[src/logic/tqm_pkg.sv]
package tqm_pkg;

  // ---------------------------------------------------------------------------
  // Sizes and reset values
  // ---------------------------------------------------------------------------
  localparam int          PKT_NUM_W    = 6;
  localparam int          NUM_PKTS     = 1 << PKT_NUM_W;
  localparam int          PAGE_W       = 7;
  localparam int          TOTAL_PAGES  = 32;
  localparam int          PAGE_BYTES   = 256;
  localparam int          FIFO_DEPTH   = 16;
  localparam int          BYTES_W      = 11;
  localparam int          STAT_W       = 16;
  localparam logic [7:0]  PAGE_SHIFT   = 8'h08;
  localparam logic        TX_EN_RST    = 1'b0;
  localparam logic        AUTO_FREE_RST = 1'b0;

  // ---------------------------------------------------------------------------
  // Host command codes
  // ---------------------------------------------------------------------------
  typedef enum logic [2:0] {
    TQM_CMD_NOP     = 3'h0,
    TQM_CMD_ALLOC   = 3'h1,
    TQM_CMD_RELEASE = 3'h2,
    TQM_CMD_ENQUEUE = 3'h3,
    TQM_CMD_ACK     = 3'h4,
    TQM_CMD_RESET   = 3'h5
  } tqm_cmd_e;

  // ---------------------------------------------------------------------------
  // Carriers
  // ---------------------------------------------------------------------------
  typedef struct packed {
    logic                 valid;
    logic [2:0]           cmd;
    logic [BYTES_W-1:0]   bytes;
    logic [PKT_NUM_W-1:0] pkt;
  } tqm_cmd_s;

  typedef struct packed {
    logic                 ok;
    logic [STAT_W-1:0]    status;
  } tqm_done_s;

  typedef struct packed {
    logic                 write;
    logic [PKT_NUM_W-1:0] pkt;
    logic [STAT_W-1:0]    word;
  } tqm_stat_wr_s;

endpackage

[src/logic/tqm_fifo.sv]
`timescale 1ns/10ps

// Synchronous FIFO with valid/ready on both sides; read data is registered.
module tqm_fifo #(
  parameter int WIDTH = 6,
  parameter int DEPTH = 16
) (
  // Clock and reset
  input  wire logic             clock,
  input  wire logic             nrst,
  input  wire logic             flush,
  // Fill side
  input  wire logic             in_valid,
  output logic                  in_ready,
  input  wire logic [WIDTH-1:0] in_data,
  // Drain side
  output logic                  out_valid,
  input  wire logic             out_ready,
  output logic [WIDTH-1:0]      out_data,
  // Status
  output logic [$clog2(DEPTH):0] count
);

  localparam int AW = $clog2(DEPTH);

  logic [WIDTH-1:0] mem_r [DEPTH];
  logic [AW-1:0]    wr_ptr_r;
  logic [AW-1:0]    rd_ptr_r;
  logic [AW:0]      cnt_r;
  logic             push;
  logic             pop;

  assign in_ready  = (cnt_r != DEPTH[AW:0]);
  assign out_valid = (cnt_r != '0);
  assign push      = in_valid && in_ready;
  assign pop       = out_valid && out_ready;
  assign count     = cnt_r;

  always_ff @(posedge clock) begin
    if (push) begin
      mem_r[wr_ptr_r] <= in_data;
    end
  end

  always_ff @(posedge clock) begin
    if (!nrst || flush) begin
      wr_ptr_r <= '0;
      rd_ptr_r <= '0;
      cnt_r    <= '0;
    end else begin
      if (push) begin
        wr_ptr_r <= wr_ptr_r + 1'b1;
      end
      if (pop) begin
        rd_ptr_r <= rd_ptr_r + 1'b1;
      end
      if (push && !pop) begin
        cnt_r <= cnt_r + 1'b1;
      end else if (pop && !push) begin
        cnt_r <= cnt_r - 1'b1;
      end
    end
  end

  // Head word held in a register; it follows the read pointer.
  always_ff @(posedge clock) begin
    if (!nrst) begin
      out_data <= '0;
    end else if (push && (cnt_r == '0 || (pop && cnt_r == 1))) begin
      out_data <= in_data;
    end else if (pop) begin
      out_data <= mem_r[rd_ptr_r + 1'b1];
    end
  end

endmodule

[src/logic/tqm_top.sv]
`timescale 1ns/10ps

//
// Contract
// (RL1) Allocate command tries to reserve the requested bytes for one packet.
// (RL2) Successful allocation sets done flag and gives the packet number.
// (RL3) Host polls the done flag or waits for its interrupt; there is no allocation interrupt here, only alloc_done_flag.
// (RL4) Host sets packet number, pointer, then writes frame data.
// (RL5) Enqueue pushes the packet number register value into the transmit FIFO.
// (RL6) Packets go to the MAC only when enabled and deferral allows.
// (RL7) On completion the status word overwrites the packet's first word.
// (RL8) On completion the number moves into the completion FIFO.
// (RL9) Transmit interrupt is high while the completion FIFO is non-empty.
// (RL10) Failure sets event flag, clears transmit enable, halts the queue.
// (RL11) After failure the failed number shows at the FIFO ports output.
// (RL12) Host reads completed number; its status then becomes readable.
// (RL13) On success the host releases the packet to free its memory.
// (RL14) Acknowledge removes the head entry of the completion FIFO.
// (RL15) After failure host releases, or re-enables and re-enqueues.
// (RL16) With auto-free 0, memory stays allocated until explicit release.
// (RL17) With auto-free 1, pages are freed on completion; here only a successful completion frees them.
// (RL18) Drained event rises when all enqueued packets have finished.
// (RL19) Failed allocation keeps done flag clear until memory frees.
//
module tqm_top (
  // Clock and reset
  input  wire logic                          clock,
  input  wire logic                          nrst,
  // Host commands
  input  wire tqm_pkg::tqm_cmd_s             host_cmd,
  input  wire logic [tqm_pkg::PKT_NUM_W-1:0] pkt_num_reg,
  input  wire logic                          tx_enable_set,
  input  wire logic                          auto_free_cfg,
  input  wire logic                          drained_clear,
  // MAC side
  input  wire logic                          half_duplex,
  input  wire logic                          defer_ok,
  output logic                               mac_start_r,
  output logic [tqm_pkg::PKT_NUM_W-1:0]      mac_pkt_r,
  input  wire tqm_pkg::tqm_done_s            mac_done,
  input  wire logic                          mac_done_valid,
  // Packet memory status write
  output tqm_pkg::tqm_stat_wr_s              stat_wr_r,
  // Status to host
  output logic                               alloc_done_flag,
  output logic [tqm_pkg::PKT_NUM_W-1:0]      alloc_result_r,
  output logic                               alloc_failed_r,
  output logic                               tx_enable_bit,
  output logic                               tx_int_r,
  output logic                               tx_event_r,
  output logic [tqm_pkg::PKT_NUM_W-1:0]      fifo_ports_r,
  output logic                               fifo_ports_empty_r,
  output logic                               tx_queue_drained_flag,
  output logic [tqm_pkg::STAT_W-1:0]         port_status_register,
  output logic [tqm_pkg::TOTAL_PAGES:0]      free_pages_r,
  output logic                               txq_ready_r
);

  localparam int PW = tqm_pkg::PKT_NUM_W;
  localparam int NP = tqm_pkg::NUM_PKTS;
  localparam int CW = $clog2(tqm_pkg::FIFO_DEPTH) + 1;

  typedef enum logic [1:0] {
    TQM_IDLE,
    TQM_SEND,
    TQM_WAIT,
    TQM_HALT
  } tqm_state_e;

  // ---------------------------------------------------------------------------
  // Command decode
  // ---------------------------------------------------------------------------
  logic do_alloc;
  logic do_release;
  logic do_enqueue;
  logic do_ack;
  logic do_reset;

  assign do_alloc   = host_cmd.valid && host_cmd.cmd == tqm_pkg::TQM_CMD_ALLOC;
  assign do_release = host_cmd.valid &&
                      host_cmd.cmd == tqm_pkg::TQM_CMD_RELEASE;
  assign do_enqueue = host_cmd.valid &&
                      host_cmd.cmd == tqm_pkg::TQM_CMD_ENQUEUE;
  assign do_ack     = host_cmd.valid && host_cmd.cmd == tqm_pkg::TQM_CMD_ACK;
  assign do_reset   = host_cmd.valid && host_cmd.cmd == tqm_pkg::TQM_CMD_RESET;

  // ---------------------------------------------------------------------------
  // Page accounting per packet number
  // ---------------------------------------------------------------------------
  logic [NP-1:0]                  used_r;
  logic [tqm_pkg::PAGE_W-1:0]     pages_r [NP];
  logic                           pend_r;
  logic [tqm_pkg::PAGE_W-1:0]     pend_pages_r;
  logic [PW-1:0]                  free_num;
  logic                           have_num;
  logic                           grant;
  logic                           free_done;
  logic [PW-1:0]                  free_pkt;
  logic [tqm_pkg::PAGE_W-1:0]     req_pages;

  // Bytes round up to whole pages; a spare bit keeps the sum from wrapping.
  assign req_pages = tqm_pkg::PAGE_W'(({1'b0, host_cmd.bytes} +
                     (tqm_pkg::BYTES_W + 1)'(tqm_pkg::PAGE_BYTES - 1)) >>
                     tqm_pkg::PAGE_SHIFT);

  always_comb begin
    free_num = '0;
    have_num = 1'b0;
    for (int i = NP - 1; i >= 0; i--) begin
      if (!used_r[i]) begin
        free_num = PW'(i);
        have_num = 1'b1;
      end
    end
  end

  // A pending request is granted once a number and enough pages exist.
  assign grant = pend_r && have_num &&
                 ({1'b0, free_pages_r} >= (tqm_pkg::TOTAL_PAGES + 1)'(
                 pend_pages_r));                                  // [RL1] [RL19]

  always_ff @(posedge clock) begin
    if (!nrst || do_reset) begin
      pend_r       <= 1'b0;
      pend_pages_r <= '0;
    end else if (do_alloc) begin
      pend_r       <= 1'b1;                                       // [RL1]
      pend_pages_r <= req_pages;
    end else if (grant) begin
      pend_r       <= 1'b0;
    end
  end

  always_ff @(posedge clock) begin
    if (!nrst || do_reset) begin
      alloc_done_flag <= 1'b0;
      alloc_result_r  <= '0;
      alloc_failed_r  <= 1'b0;
    end else if (grant) begin
      alloc_done_flag <= 1'b1;                                    // [RL2]
      alloc_result_r  <= free_num;                                // [RL2]
      alloc_failed_r  <= 1'b0;
    end else if (do_alloc) begin
      alloc_done_flag <= 1'b0;                                    // [RL19]
    end else if (pend_r) begin
      alloc_failed_r  <= 1'b1;                                    // [RL19]
    end
  end

  // Auto-free releases pages at successful completion; otherwise only the host does.
  assign free_done = mac_done_valid && mac_done.ok && auto_free_cfg; // [RL17]
  assign free_pkt  = do_release ? pkt_num_reg : mac_pkt_r;

  generate
    for (genvar g = 0; g < NP; g++) begin : g_pkt
      always_ff @(posedge clock) begin
        if (!nrst || do_reset) begin
          used_r[g]  <= 1'b0;
          pages_r[g] <= '0;
        end else if (grant && free_num == PW'(g)) begin
          used_r[g]  <= 1'b1;
          pages_r[g] <= pend_pages_r;
        end else if ((do_release || free_done) && free_pkt == PW'(g)) begin
          used_r[g]  <= 1'b0;                                     // [RL16]
        end
      end
    end
  endgenerate

  logic [tqm_pkg::TOTAL_PAGES:0] take_pages;
  logic [tqm_pkg::TOTAL_PAGES:0] give_pages;

  // A grant and a release can fall in one cycle; both must be counted.
  assign take_pages = grant ?
                      (tqm_pkg::TOTAL_PAGES + 1)'(pend_pages_r) : '0;
  assign give_pages = ((do_release || free_done) && used_r[free_pkt]) ?
                      (tqm_pkg::TOTAL_PAGES + 1)'(pages_r[free_pkt]) : '0;

  always_ff @(posedge clock) begin
    if (!nrst || do_reset) begin
      free_pages_r <= (tqm_pkg::TOTAL_PAGES + 1)'(tqm_pkg::TOTAL_PAGES);
    end else begin
      free_pages_r <= free_pages_r - take_pages + give_pages;
    end
  end

  // ---------------------------------------------------------------------------
  // Transmit FIFO and completion FIFO
  // ---------------------------------------------------------------------------
  logic          txq_ready;
  logic          txq_valid;
  logic [PW-1:0] txq_head;
  logic          txq_pop;
  logic [CW-1:0] txq_count;
  logic          cq_in_ready;
  logic          cq_valid;
  logic [PW-1:0] cq_head;
  logic [CW-1:0] cq_count;

  tqm_fifo #(
    .WIDTH (PW),
    .DEPTH (tqm_pkg::FIFO_DEPTH)
  ) u_txq (
    .clock     (clock),
    .nrst      (nrst),
    .flush     (do_reset),
    .in_valid  (do_enqueue),                                      // [RL5]
    .in_ready  (txq_ready),
    .in_data   (pkt_num_reg),                                     // [RL5]
    .out_valid (txq_valid),
    .out_ready (txq_pop),
    .out_data  (txq_head),
    .count     (txq_count)
  );

  tqm_fifo #(
    .WIDTH (PW),
    .DEPTH (tqm_pkg::FIFO_DEPTH)
  ) u_cq (
    .clock     (clock),
    .nrst      (nrst),
    .flush     (do_reset),
    .in_valid  (txq_pop),                                         // [RL8]
    .in_ready  (cq_in_ready),
    .in_data   (txq_head),                                        // [RL8]
    .out_valid (cq_valid),
    .out_ready (do_ack),                                          // [RL14]
    .out_data  (cq_head),
    .count     (cq_count)
  );

  // ---------------------------------------------------------------------------
  // Transmit sequencer
  // ---------------------------------------------------------------------------
  tqm_state_e state_r;
  logic       may_send;
  logic       fail;

  assign may_send = tx_enable_bit && (!half_duplex || defer_ok);  // [RL6]
  assign fail     = state_r == TQM_WAIT && mac_done_valid && !mac_done.ok;
  // A completion moves the number only when the completion FIFO has room.
  assign txq_pop  = state_r == TQM_WAIT && mac_done_valid && cq_in_ready;

  always_ff @(posedge clock) begin
    if (!nrst || do_reset) begin
      state_r     <= TQM_IDLE;
      mac_start_r <= 1'b0;
      mac_pkt_r   <= '0;
    end else begin
      mac_start_r <= 1'b0;
      case (state_r)
        TQM_IDLE: begin
          if (txq_valid && may_send) begin
            state_r <= TQM_SEND;
          end
        end
        TQM_SEND: begin
          // Enable and deferral are looked at again at the start itself.
          if (may_send) begin
            mac_start_r <= 1'b1;                                  // [RL6]
            mac_pkt_r   <= txq_head;
            state_r     <= TQM_WAIT;
          end else begin
            state_r     <= TQM_IDLE;
          end
        end
        TQM_WAIT: begin
          if (fail && cq_in_ready) begin
            state_r <= TQM_HALT;                                  // [RL10]
          end else if (txq_pop) begin
            state_r <= TQM_IDLE;
          end
        end
        TQM_HALT: begin
          if (tx_enable_bit) begin
            state_r <= TQM_IDLE;
          end
        end
        default: begin
          state_r <= TQM_IDLE;
        end
      endcase
    end
  end

  always_ff @(posedge clock) begin
    if (!nrst) begin
      tx_enable_bit <= tqm_pkg::TX_EN_RST;
    end else if (fail && cq_in_ready) begin
      tx_enable_bit <= 1'b0;                                      // [RL10]
    end else if (tx_enable_set) begin
      tx_enable_bit <= 1'b1;
    end
  end

  always_ff @(posedge clock) begin
    if (!nrst || do_reset) begin
      tx_event_r <= 1'b0;
    end else if (fail && cq_in_ready) begin
      tx_event_r <= 1'b1;                                         // [RL10]
    end else if (tx_enable_set) begin
      tx_event_r <= 1'b0;
    end
  end

  // Status word goes to the packet's first memory word at completion.
  always_ff @(posedge clock) begin
    if (!nrst) begin
      stat_wr_r <= '0;
    end else begin
      stat_wr_r.write <= txq_pop;                                 // [RL7]
      stat_wr_r.pkt   <= mac_pkt_r;
      stat_wr_r.word  <= mac_done.status;                         // [RL7]
    end
  end

  always_ff @(posedge clock) begin
    if (!nrst || do_reset) begin
      port_status_register <= '0;
    end else if (txq_pop) begin
      port_status_register <= mac_done.status;                    // [RL12]
    end
  end

  // ---------------------------------------------------------------------------
  // Host-visible queue state
  // ---------------------------------------------------------------------------
  logic [CW-1:0] cq_next;

  assign cq_next = cq_count + CW'(txq_pop) - CW'(do_ack && cq_valid);

  always_ff @(posedge clock) begin
    if (!nrst || do_reset) begin
      tx_int_r           <= 1'b0;
      fifo_ports_empty_r <= 1'b1;
      txq_ready_r        <= 1'b1;
    end else begin
      tx_int_r           <= cq_next != '0;                        // [RL9]
      fifo_ports_empty_r <= cq_next == '0;
      txq_ready_r        <= txq_count < CW'(tqm_pkg::FIFO_DEPTH - 1);
    end
  end

  // Failed number is shown directly and held while halted; otherwise the completion head.
  always_ff @(posedge clock) begin
    if (!nrst || do_reset) begin
      fifo_ports_r <= '0;
    end else if (fail && cq_in_ready) begin
      fifo_ports_r <= mac_pkt_r;                                  // [RL11]
    end else if (state_r != TQM_HALT) begin
      fifo_ports_r <= (txq_pop && !cq_valid) ? txq_head : cq_head; // [RL12]
    end
  end

  // Drained event: set wins over clear.
  always_ff @(posedge clock) begin
    if (!nrst || do_reset) begin
      tx_queue_drained_flag <= 1'b0;
    end else if (txq_pop && txq_count == CW'(1) && !do_enqueue) begin
      tx_queue_drained_flag <= 1'b1;                              // [RL18]
    end else if (drained_clear) begin
      tx_queue_drained_flag <= 1'b0;
    end
  end

endmodule

[config.mk]
export PLATFORM = sky130hd
export DESIGN_NAME = tqm_top
export DESIGN_NICKNAME = d
export VERILOG_FILES = /design/src/logic/tqm_pkg.sv /design/src/logic/tqm_fifo.sv /design/src/logic/tqm_top.sv
export SDC_FILE = /design/constraint.sdc
export NUM_CORES = 1
export LEC_CHECK = 0
export ABC_AREA = 1
export BUFFER_PORTS_ARGS = -buffer_cell sky130_fd_sc_hd__buf_2
export CORE_AREA = 8 8 231 322
export CTS_CLUSTER_SIZE = 14
export DETAILED_ROUTE_END_ITERATION = 12
export DIE_AREA = 0 0 239 330
export GPL_TIMING_DRIVEN = 0
export PLACE_DENSITY = 0.66
export SLEW_MARGIN = 10
export SYNTH_ARGS = -nofsm -noshare
export SYNTH_HDL_FRONTEND = slang
export SYNTH_HIERARCHICAL = 1
export SYNTH_SLANG_ARGS = --single-unit
[constraint.sdc]
create_clock -name clock -period 22.2 [get_ports clock]
set_clock_uncertainty 0.15 [all_clocks]
set_input_delay 1.11 -clock clock [delete_from_list [all_inputs] [get_ports clock]]
set_output_delay 1.11 -clock clock [all_outputs]
set_load 0.02 [all_outputs]
# Word level (Yosys, flattened, before mapping)
# Memories as Yosys holds them, arrays and structs flattened.
# Cells that the tools add are included.
# classes
add_sub_neg	13
n_lt_le_gt_ge	3
eq_ne	142
mux	549
n_bitwise	67
n_reduce_logical	260
# ops
cell	count
6-bit two-way mux	72
1-bit two-way mux	400
6-bit equality test, second input constant	64
4-bit two-way mux	65
6-bit by 5-bit equality test with 1-bit output, second input constant	32
1-bit logical AND	159
2-bit nonzero test	72
6-bit by 4-bit equality test with 1-bit output, second input constant	16
1-bit OR	64
6-bit by 3-bit equality test with 1-bit output, second input constant	8
33-bit by 7-bit adder with 33-bit output	1
33-bit by 4-bit greater-or-equal comparator with 1-bit output	1
33-bit by 4-bit subtractor with 33-bit output	1
6-bit by 2-bit equality test with 1-bit output, second input constant	4
5-bit two-way mux	4
4-bit by 1-bit adder with 4-bit output, second input constant	4
5-bit zero test	3
5-bit nonzero test	3
11-bit by 8-bit adder with 12-bit output, second input constant	1
6-bit by 1-bit equality test with 1-bit output, second input constant	2
6-bit zero test	2
5-bit by 1-bit adder with 5-bit output, second input constant	2
5-bit by 1-bit equality test with 1-bit output, second input constant	2
2-bit two-way mux	5
23 further kinds	47
# word_totals
regBits	208
mem_bits_rw	448
in_bits	52
output_inout_bits	99
elab_cells	1129
n_memories	3
# memory_table
name	words	width	rd	rd_clocked_by_memory_dff	write_ports	line_no	text
pages_r	64	4	1	0	64	tqm_top.sv:91	logic [tqm_pkg::PAGE_W-1:0] pages_r [NP];
u_cq.mem_r	16	6	1	0	1	tqm_fifo.sv:26	logic [WIDTH-1:0] mem_r [DEPTH];
u_txq.mem_r	16	6	1	0	1	tqm_fifo.sv:26	

# Longest topological paths before layout
# logic_depth
word_depth	71
mapped_depth	67
mapped_depth_nobuf	67

# Cells and area by module
# Netlist, hierarchy kept.
# modules_own_cells
mod	n_inst	cells_per_inst	area_per_inst_um2	seq_area_each_um2
tqm_top	1	2334	21051.4	11090.6
tqm_fifo	2	472	4994.8	3263.1

# Worst setup path before layout
# Ideal clock, no wire load.
# synth_timing
path_kind	in2reg
start	input port host_cmd[20] (netlist name)
end	register free_pages_r[30] (netlist name)
setup_time_ps	130
arrival_ps	7841
t_required_ps	21920
slack_ps	14079
path_stages	53
n_path_buf	3
path_cell_list	inv_1 -> nor2_1 -> inv_1 -> nor3_1 -> clkinv_1 -> o21ai_1 -> clkinv_1 -> nand2_1 -> clkbuf_1 -> buf_1 -> clkbuf_1 -> o22ai_1 -> o21ai_0 -> nand4_1 -> a22oi_1 -> nand3_1 -> fa_1 -> inv_1 -> [... 17 more ...] -> nand3_1 -> nand2_1 -> nand3_1 -> nand2_1 -> a21oi_1 -> o21bai_1 -> nand2_1 -> inv_1 -> nor2_1 -> o21bai_1 -> nand2_1 -> inv_1 -> nor2_1 -> o21bai_1 -> a21oi_1 -> o21a_1 -> xor2_1 -> nor2_1
# synth_between
elab_chain_len	7
elab_cells_between_ends	11
cone_classes	1 x add/sub; 4 x mux; 5 x reduce/logical; 1 x memory
# synth_lines
element	line_no	text
start: declaration	tqm_top.sv:30	input wire tqm_pkg::tqm_cmd_s host_cmd,
1-bit logical AND	tqm_top.sv:80	assign do_release = host_cmd.valid &&
6-bit two-way mux	tqm_top.sv:152	assign free_pkt = do_release ? pkt_num_reg : mac_pkt_r;
1-bit binary-select mux with 6-bit select	tqm_top.sv:176	assign give_pages = ((do_release || free_done) && used_r[free_pkt]) ?
1-bit two-way mux (not written as such)	tqm_top.sv:176	
1-bit logical AND	tqm_top.sv:176	
7-bit two-way mux	tqm_top.sv:176	
33-bit by 7-bit adder with 33-bit output	tqm_top.sv:183	free_pages_r <= free_pages_r - take_pages + give_pages;
end signal: assignment	tqm_top.sv:181	free_pages_r <= (tqm_pkg::TOTAL_PAGES + 1)'(tqm_pkg::TOTAL_PAGES);
end signal: assignment	tqm_top.sv:183	
end: declaration	tqm_top.sv:55	output logic [tqm_pkg::TOTAL_PAGES:0] free_pages_r,
# Parallel ways exist; a longest one is shown, timed or not. The select of a mux whose other input is x is not followed.
# A chain may end at the register's enable or synchronous reset.

# Final worst setup path
# layout_timing
start	input port host_cmd[19] (netlist name)
end	register free_pages_r[31] (netlist name)
# layout_between
elab_chain_len	8
elab_cells_between_ends	13
cone_classes	1 x add/sub; 2 x eq/ne; 4 x mux; 5 x reduce/logical; 1 x memory
# layout_lines
element	line_no	text
3-bit by 2-bit equality test with 1-bit output	tqm_top.sv:81	host_cmd.cmd == tqm_pkg::TQM_CMD_RELEASE;
1-bit logical AND	tqm_top.sv:80	
6-bit two-way mux	tqm_top.sv:152	
1-bit binary-select mux with 6-bit select	tqm_top.sv:176	
1-bit two-way mux (not written as such)	tqm_top.sv:176	
1-bit logical AND	tqm_top.sv:176	
7-bit two-way mux	tqm_top.sv:176	
33-bit by 7-bit adder with 33-bit output	tqm_top.sv:183	
# Parallel ways exist; a longest one is shown, timed or not. The select of a mux whose other input is x is not followed.

==> results.sh <==
export IMPL_synth_edf_count=448
export IMPL_r2r_start="mac_pkt_r[0]"
export IMPL_setup_viol=0
export IMPL_reg2reg_to="free_pages_r[31]"
export IMPL_worst_slew_pin_slew_ns=1.39
export IMPL_crit_required_ns=22.58
export IMPL_cp_num_buf_inv=10
export IMPL_clock_power_share_pct=36.7
export IMPL_synth_top_family_by_area="simple AND/OR/NAND/NOR gates"
export IMPL_grt_util_all_layers_pct=26.7
export IMPL_postCtsSetupRepairBufs=0
export IMPL_route_detailed_drc=0
export IMPL_synth_xor_area_share_pct=0.415
export IMPL_crit_fanout=10
export IMPL_share_comb_of_total_power_pct=18.5
export IMPL_pwr_share_seq_pct=44.7
export IMPL_grt_overflow_total=0
export IMPL_cts_made_buffers=66
export IMPL_post_dp_hpwl_mm=78.9
export IMPL_ant_nets=0
export IMPL_crit_path_frequent_cell="nand2_1"
export IMPL_p_sw_share_pct=29.4
export IMPL_gp_congestion=1.02
export IMPL_first_pass_iters=6
export IMPL_reg2reg_slack_ns=11.55
export IMPL_fin_hold_ws_ns=0.316
export IMPL_crit_path_start_kind="input port"
export IMPL_hold_viol=0
export IMPL_syn_inst=3278
export IMPL_final_common_cell="nor2_1"
export IMPL_final_area_um2=35100
export IMPL_drtIter0Drc=2782
export IMPL_portBuffers=144
export IMPL_reg2regPathDepth=39
export IMPL_min_period_ns=11.89
export IMPL_p_leak_uw=0.0129
export IMPL_peakVddDrop_v=0.0000471
export IMPL_yosys_warnings=6
export IMPL_synth_area_per_cell_um2=9.47
export IMPL_seq_area_um2=17600
export IMPL_grt_max_degree=21
export IMPL_muxShareOfSynthArea_pct=0
export IMPL_dr_total_vias=25741
export IMPL_syn_nets=3430
export IMPL_cts_resized=0
export IMPL_crit_family="compound AO/OA/AOI/OAI gates"
export IMPL_syn_cell_area_um2=31000
export IMPL_cts_max_path_buffers=3
export IMPL_slew_headroom_pct=7.06
export IMPL_row_count=115
export IMPL_grt_pass1_wl_mm=156
export IMPL_crit_path_end="free_pages_r[31]"
export IMPL_critical_path_arrival_ns=12.27
export IMPL_antenna_found_initial=0
export IMPL_io_pins=151
export IMPL_maxCapViolCount=0
export IMPL_status="finished, final reports clean"
export IMPL_p_sw_uw=919
export IMPL_setup_tns_ns=0
export IMPL_multiInputGateArea_um2=11700
export IMPL_synth_seq_cells=656
export IMPL_synthSimpleGateAreaFrac_pct=21.0
export IMPL_cts_tree="yes"
export IMPL_viasPerCell=5.75
export IMPL_dieArea_um2=78900
export IMPL_start_util_pct=44.6
export IMPL_synthAdderAreaFrac_pct=4.15
export IMPL_fin_nets=3642
export IMPL_syn2layout_area_growth_pct=13.1
export IMPL_crit_type="in2reg"
export IMPL_die_x_um=239
export IMPL_hold_buffers=0
export IMPL_cp_slowest_stage_delay_ns=1.04
export IMPL_grt_pass1_vias=24458
export IMPL_dpl_cell_area_um2=32900
export IMPL_startpoint="host_cmd[19]"
export IMPL_fin_crit_sh_pct=53.6
export IMPL_end_kind="flip-flop"
export IMPL_pwr_density_cell_nw_per_um2=89.0
export IMPL_core_um2=69600
export IMPL_yosysSeqAreaShare_pct=56.8
export IMPL_nFillCells=6495
export IMPL_hp_class="reg2reg"
export IMPL_layout_common_cells="nor2_1, nand2_1, edfxtp_1, inv_1, o21ai_0"
export IMPL_clk_latency_ns=0.63
export IMPL_clock_sinks=656
export IMPL_max_freq_mhz=84.1
export IMPL_drive_above_1_share_pct=11.2
export IMPL_cts_max_level=3
export IMPL_die_y_um=330
export IMPL_drv_slew=0
export IMPL_synthFlopType="edfxtp_1"
export IMPL_yosys_cell_types_count=60
export IMPL_rsz0062_at_grt="false"
export IMPL_post_drt_wl_per_cell_um=24.1
export IMPL_cts_root_buf="clkbuf_16"
export IMPL_drt_total_wl_mm=108
export IMPL_async_flop_share_pct=0
export IMPL_p_int_uw=2210
export IMPL_crit_path_top_delay_cell="o21ai_1"
export IMPL_path_depth=43
export IMPL_synth_compound_area_share_pct=12.1
export IMPL_path_clk_slew_ns=0.07
-- sequential cells by signal, summed over array words and instances (netlist names), 5 cells and up --
signal	count
used_r	64
port_status_register	16
alloc_result_r	6
u_cq/count	5
u_txq/mem_r	96
pages_r	256
mac_pkt_r	6
u_txq/out_data	6
stat_wr_r	23
u_cq/out_data	6
free_pages_r	33
fifo_ports_r	6
u_cq/mem_r	96
u_txq/count	5
-- cell usage after synthesis, types with 36 or more instances --
library cell | number | area (µm²)
nand3_1 | 178 | 891
nor3_2 | 36 | 360
dfxtp_1 | 208 | 4160
o21ai_1 | 47 | 235
a21oi_1 | 140 | 701
ha_1 | 95 | 1190
nor3_1 | 108 | 541
nand2_1 | 475 | 1780
nor2_1 | 505 | 1900
edfxtp_1 | 448 | 13500
nand4_1 | 45 | 282
o22ai_1 | 122 | 763
o21ai_0 | 227 | 1140
inv_1 | 245 | 920
clkbuf_1 | 111 | 417
-- through the flow --
stage | std cells | setup WS [ns] | total power (µW) | utilization, %
2_1_floorplan | 3278 | 14.08 | 1810 | -
3_3_place_gp | 4358 | 10.46 | 1990 | 47.3
3_5_place_dp | 4358 | 10.37 | 1990 | 47.3
4_1_cts | 4475 | 10.99 | 3120 | 50.4
5_1_grt | 4475 | 9.68 | 3250 | 50.4
6_report | 4476 | 10.31 | 3120 | 50.4
-- cells by family (layout without fill, tap and decap cells) --
| group | Yosys count | in the layout |
|---|---|---|
| xor gates and xnor gates | 13 | 13 |
| adders and majority gates | 100 | 100 |
| and+or+nand+nor | 1422 | 1422 |
| buffers and inverters | 429 | 690 |
| DFF | 656 | 656 |
| other | 0 | 1 |
| AOI/OAI and AO/OA | 658 | 658 |
-- layer usage --
metal	GRT usage, %	up-vias	wire length (µm)
met2	45.6	1296	52300
met5	0	-	0
li1	-	11860	-
met1	29.6	12184	38500
met4	18.7	0	8400
met3	5.57	401	8530
-- worst register-to-register path: cells and delay by family, from the launching register on --
| kind | cells | cell delay (ns) |
|---|---|---|
| AO/OA/AOI/OAI | 15 | 4.00 |
| buffers and inverters | 7 | 2.98 |
| AND/OR/NAND/NOR | 15 | 2.17 |
| adder cells (fa/ha/maj) | 2 | 0.88 |
| flip-flops | 1 | 0.38 |
-- power by group through the flow --
stage | sequential, µW | clock [µW] | combinational, µW
after CTS | 1400 | 1150 | 574
after floorplan | 1450 | 0 | 366
final | 1400 | 1150 | 580
after global routing | 1400 | 1200 | 646
after global placement | 1420 | 0 | 564
after detailed placement | 1420 | 0 | 570
-- final cells by class --
type                    instances  share of cell area (%)
diodes                          1                 0.00713
plain buffers                 166                    2.13
clock buffers                  93                    5.44
clock inverters                24                   0.741
inverters                     263                    2.83
multi-input cells            2193                    33.3
flip-flops and latches        656                    50.2
well taps                     936                    3.33
repair buffers                144                    2.05
-- how the worst min path moves through the flow --
stage	cells past startpoint	from	end	slack (ns)
floorplan	2	pend_r	pend_r	0.30
global placement	2	mac_pkt_r[4]	stat_wr_r[20]	0.30
detailed placement	2	mac_pkt_r[1]	stat_wr_r[17]	0.30
CTS	2	mac_pkt_r[1]	stat_wr_r[17]	0.31
global route	2	mac_pkt_r[4]	stat_wr_r[20]	0.35
finish	2	mac_pkt_r[4]	stat_wr_r[20]	0.32
No activity file was read; power rests on OpenSTA's default activity.
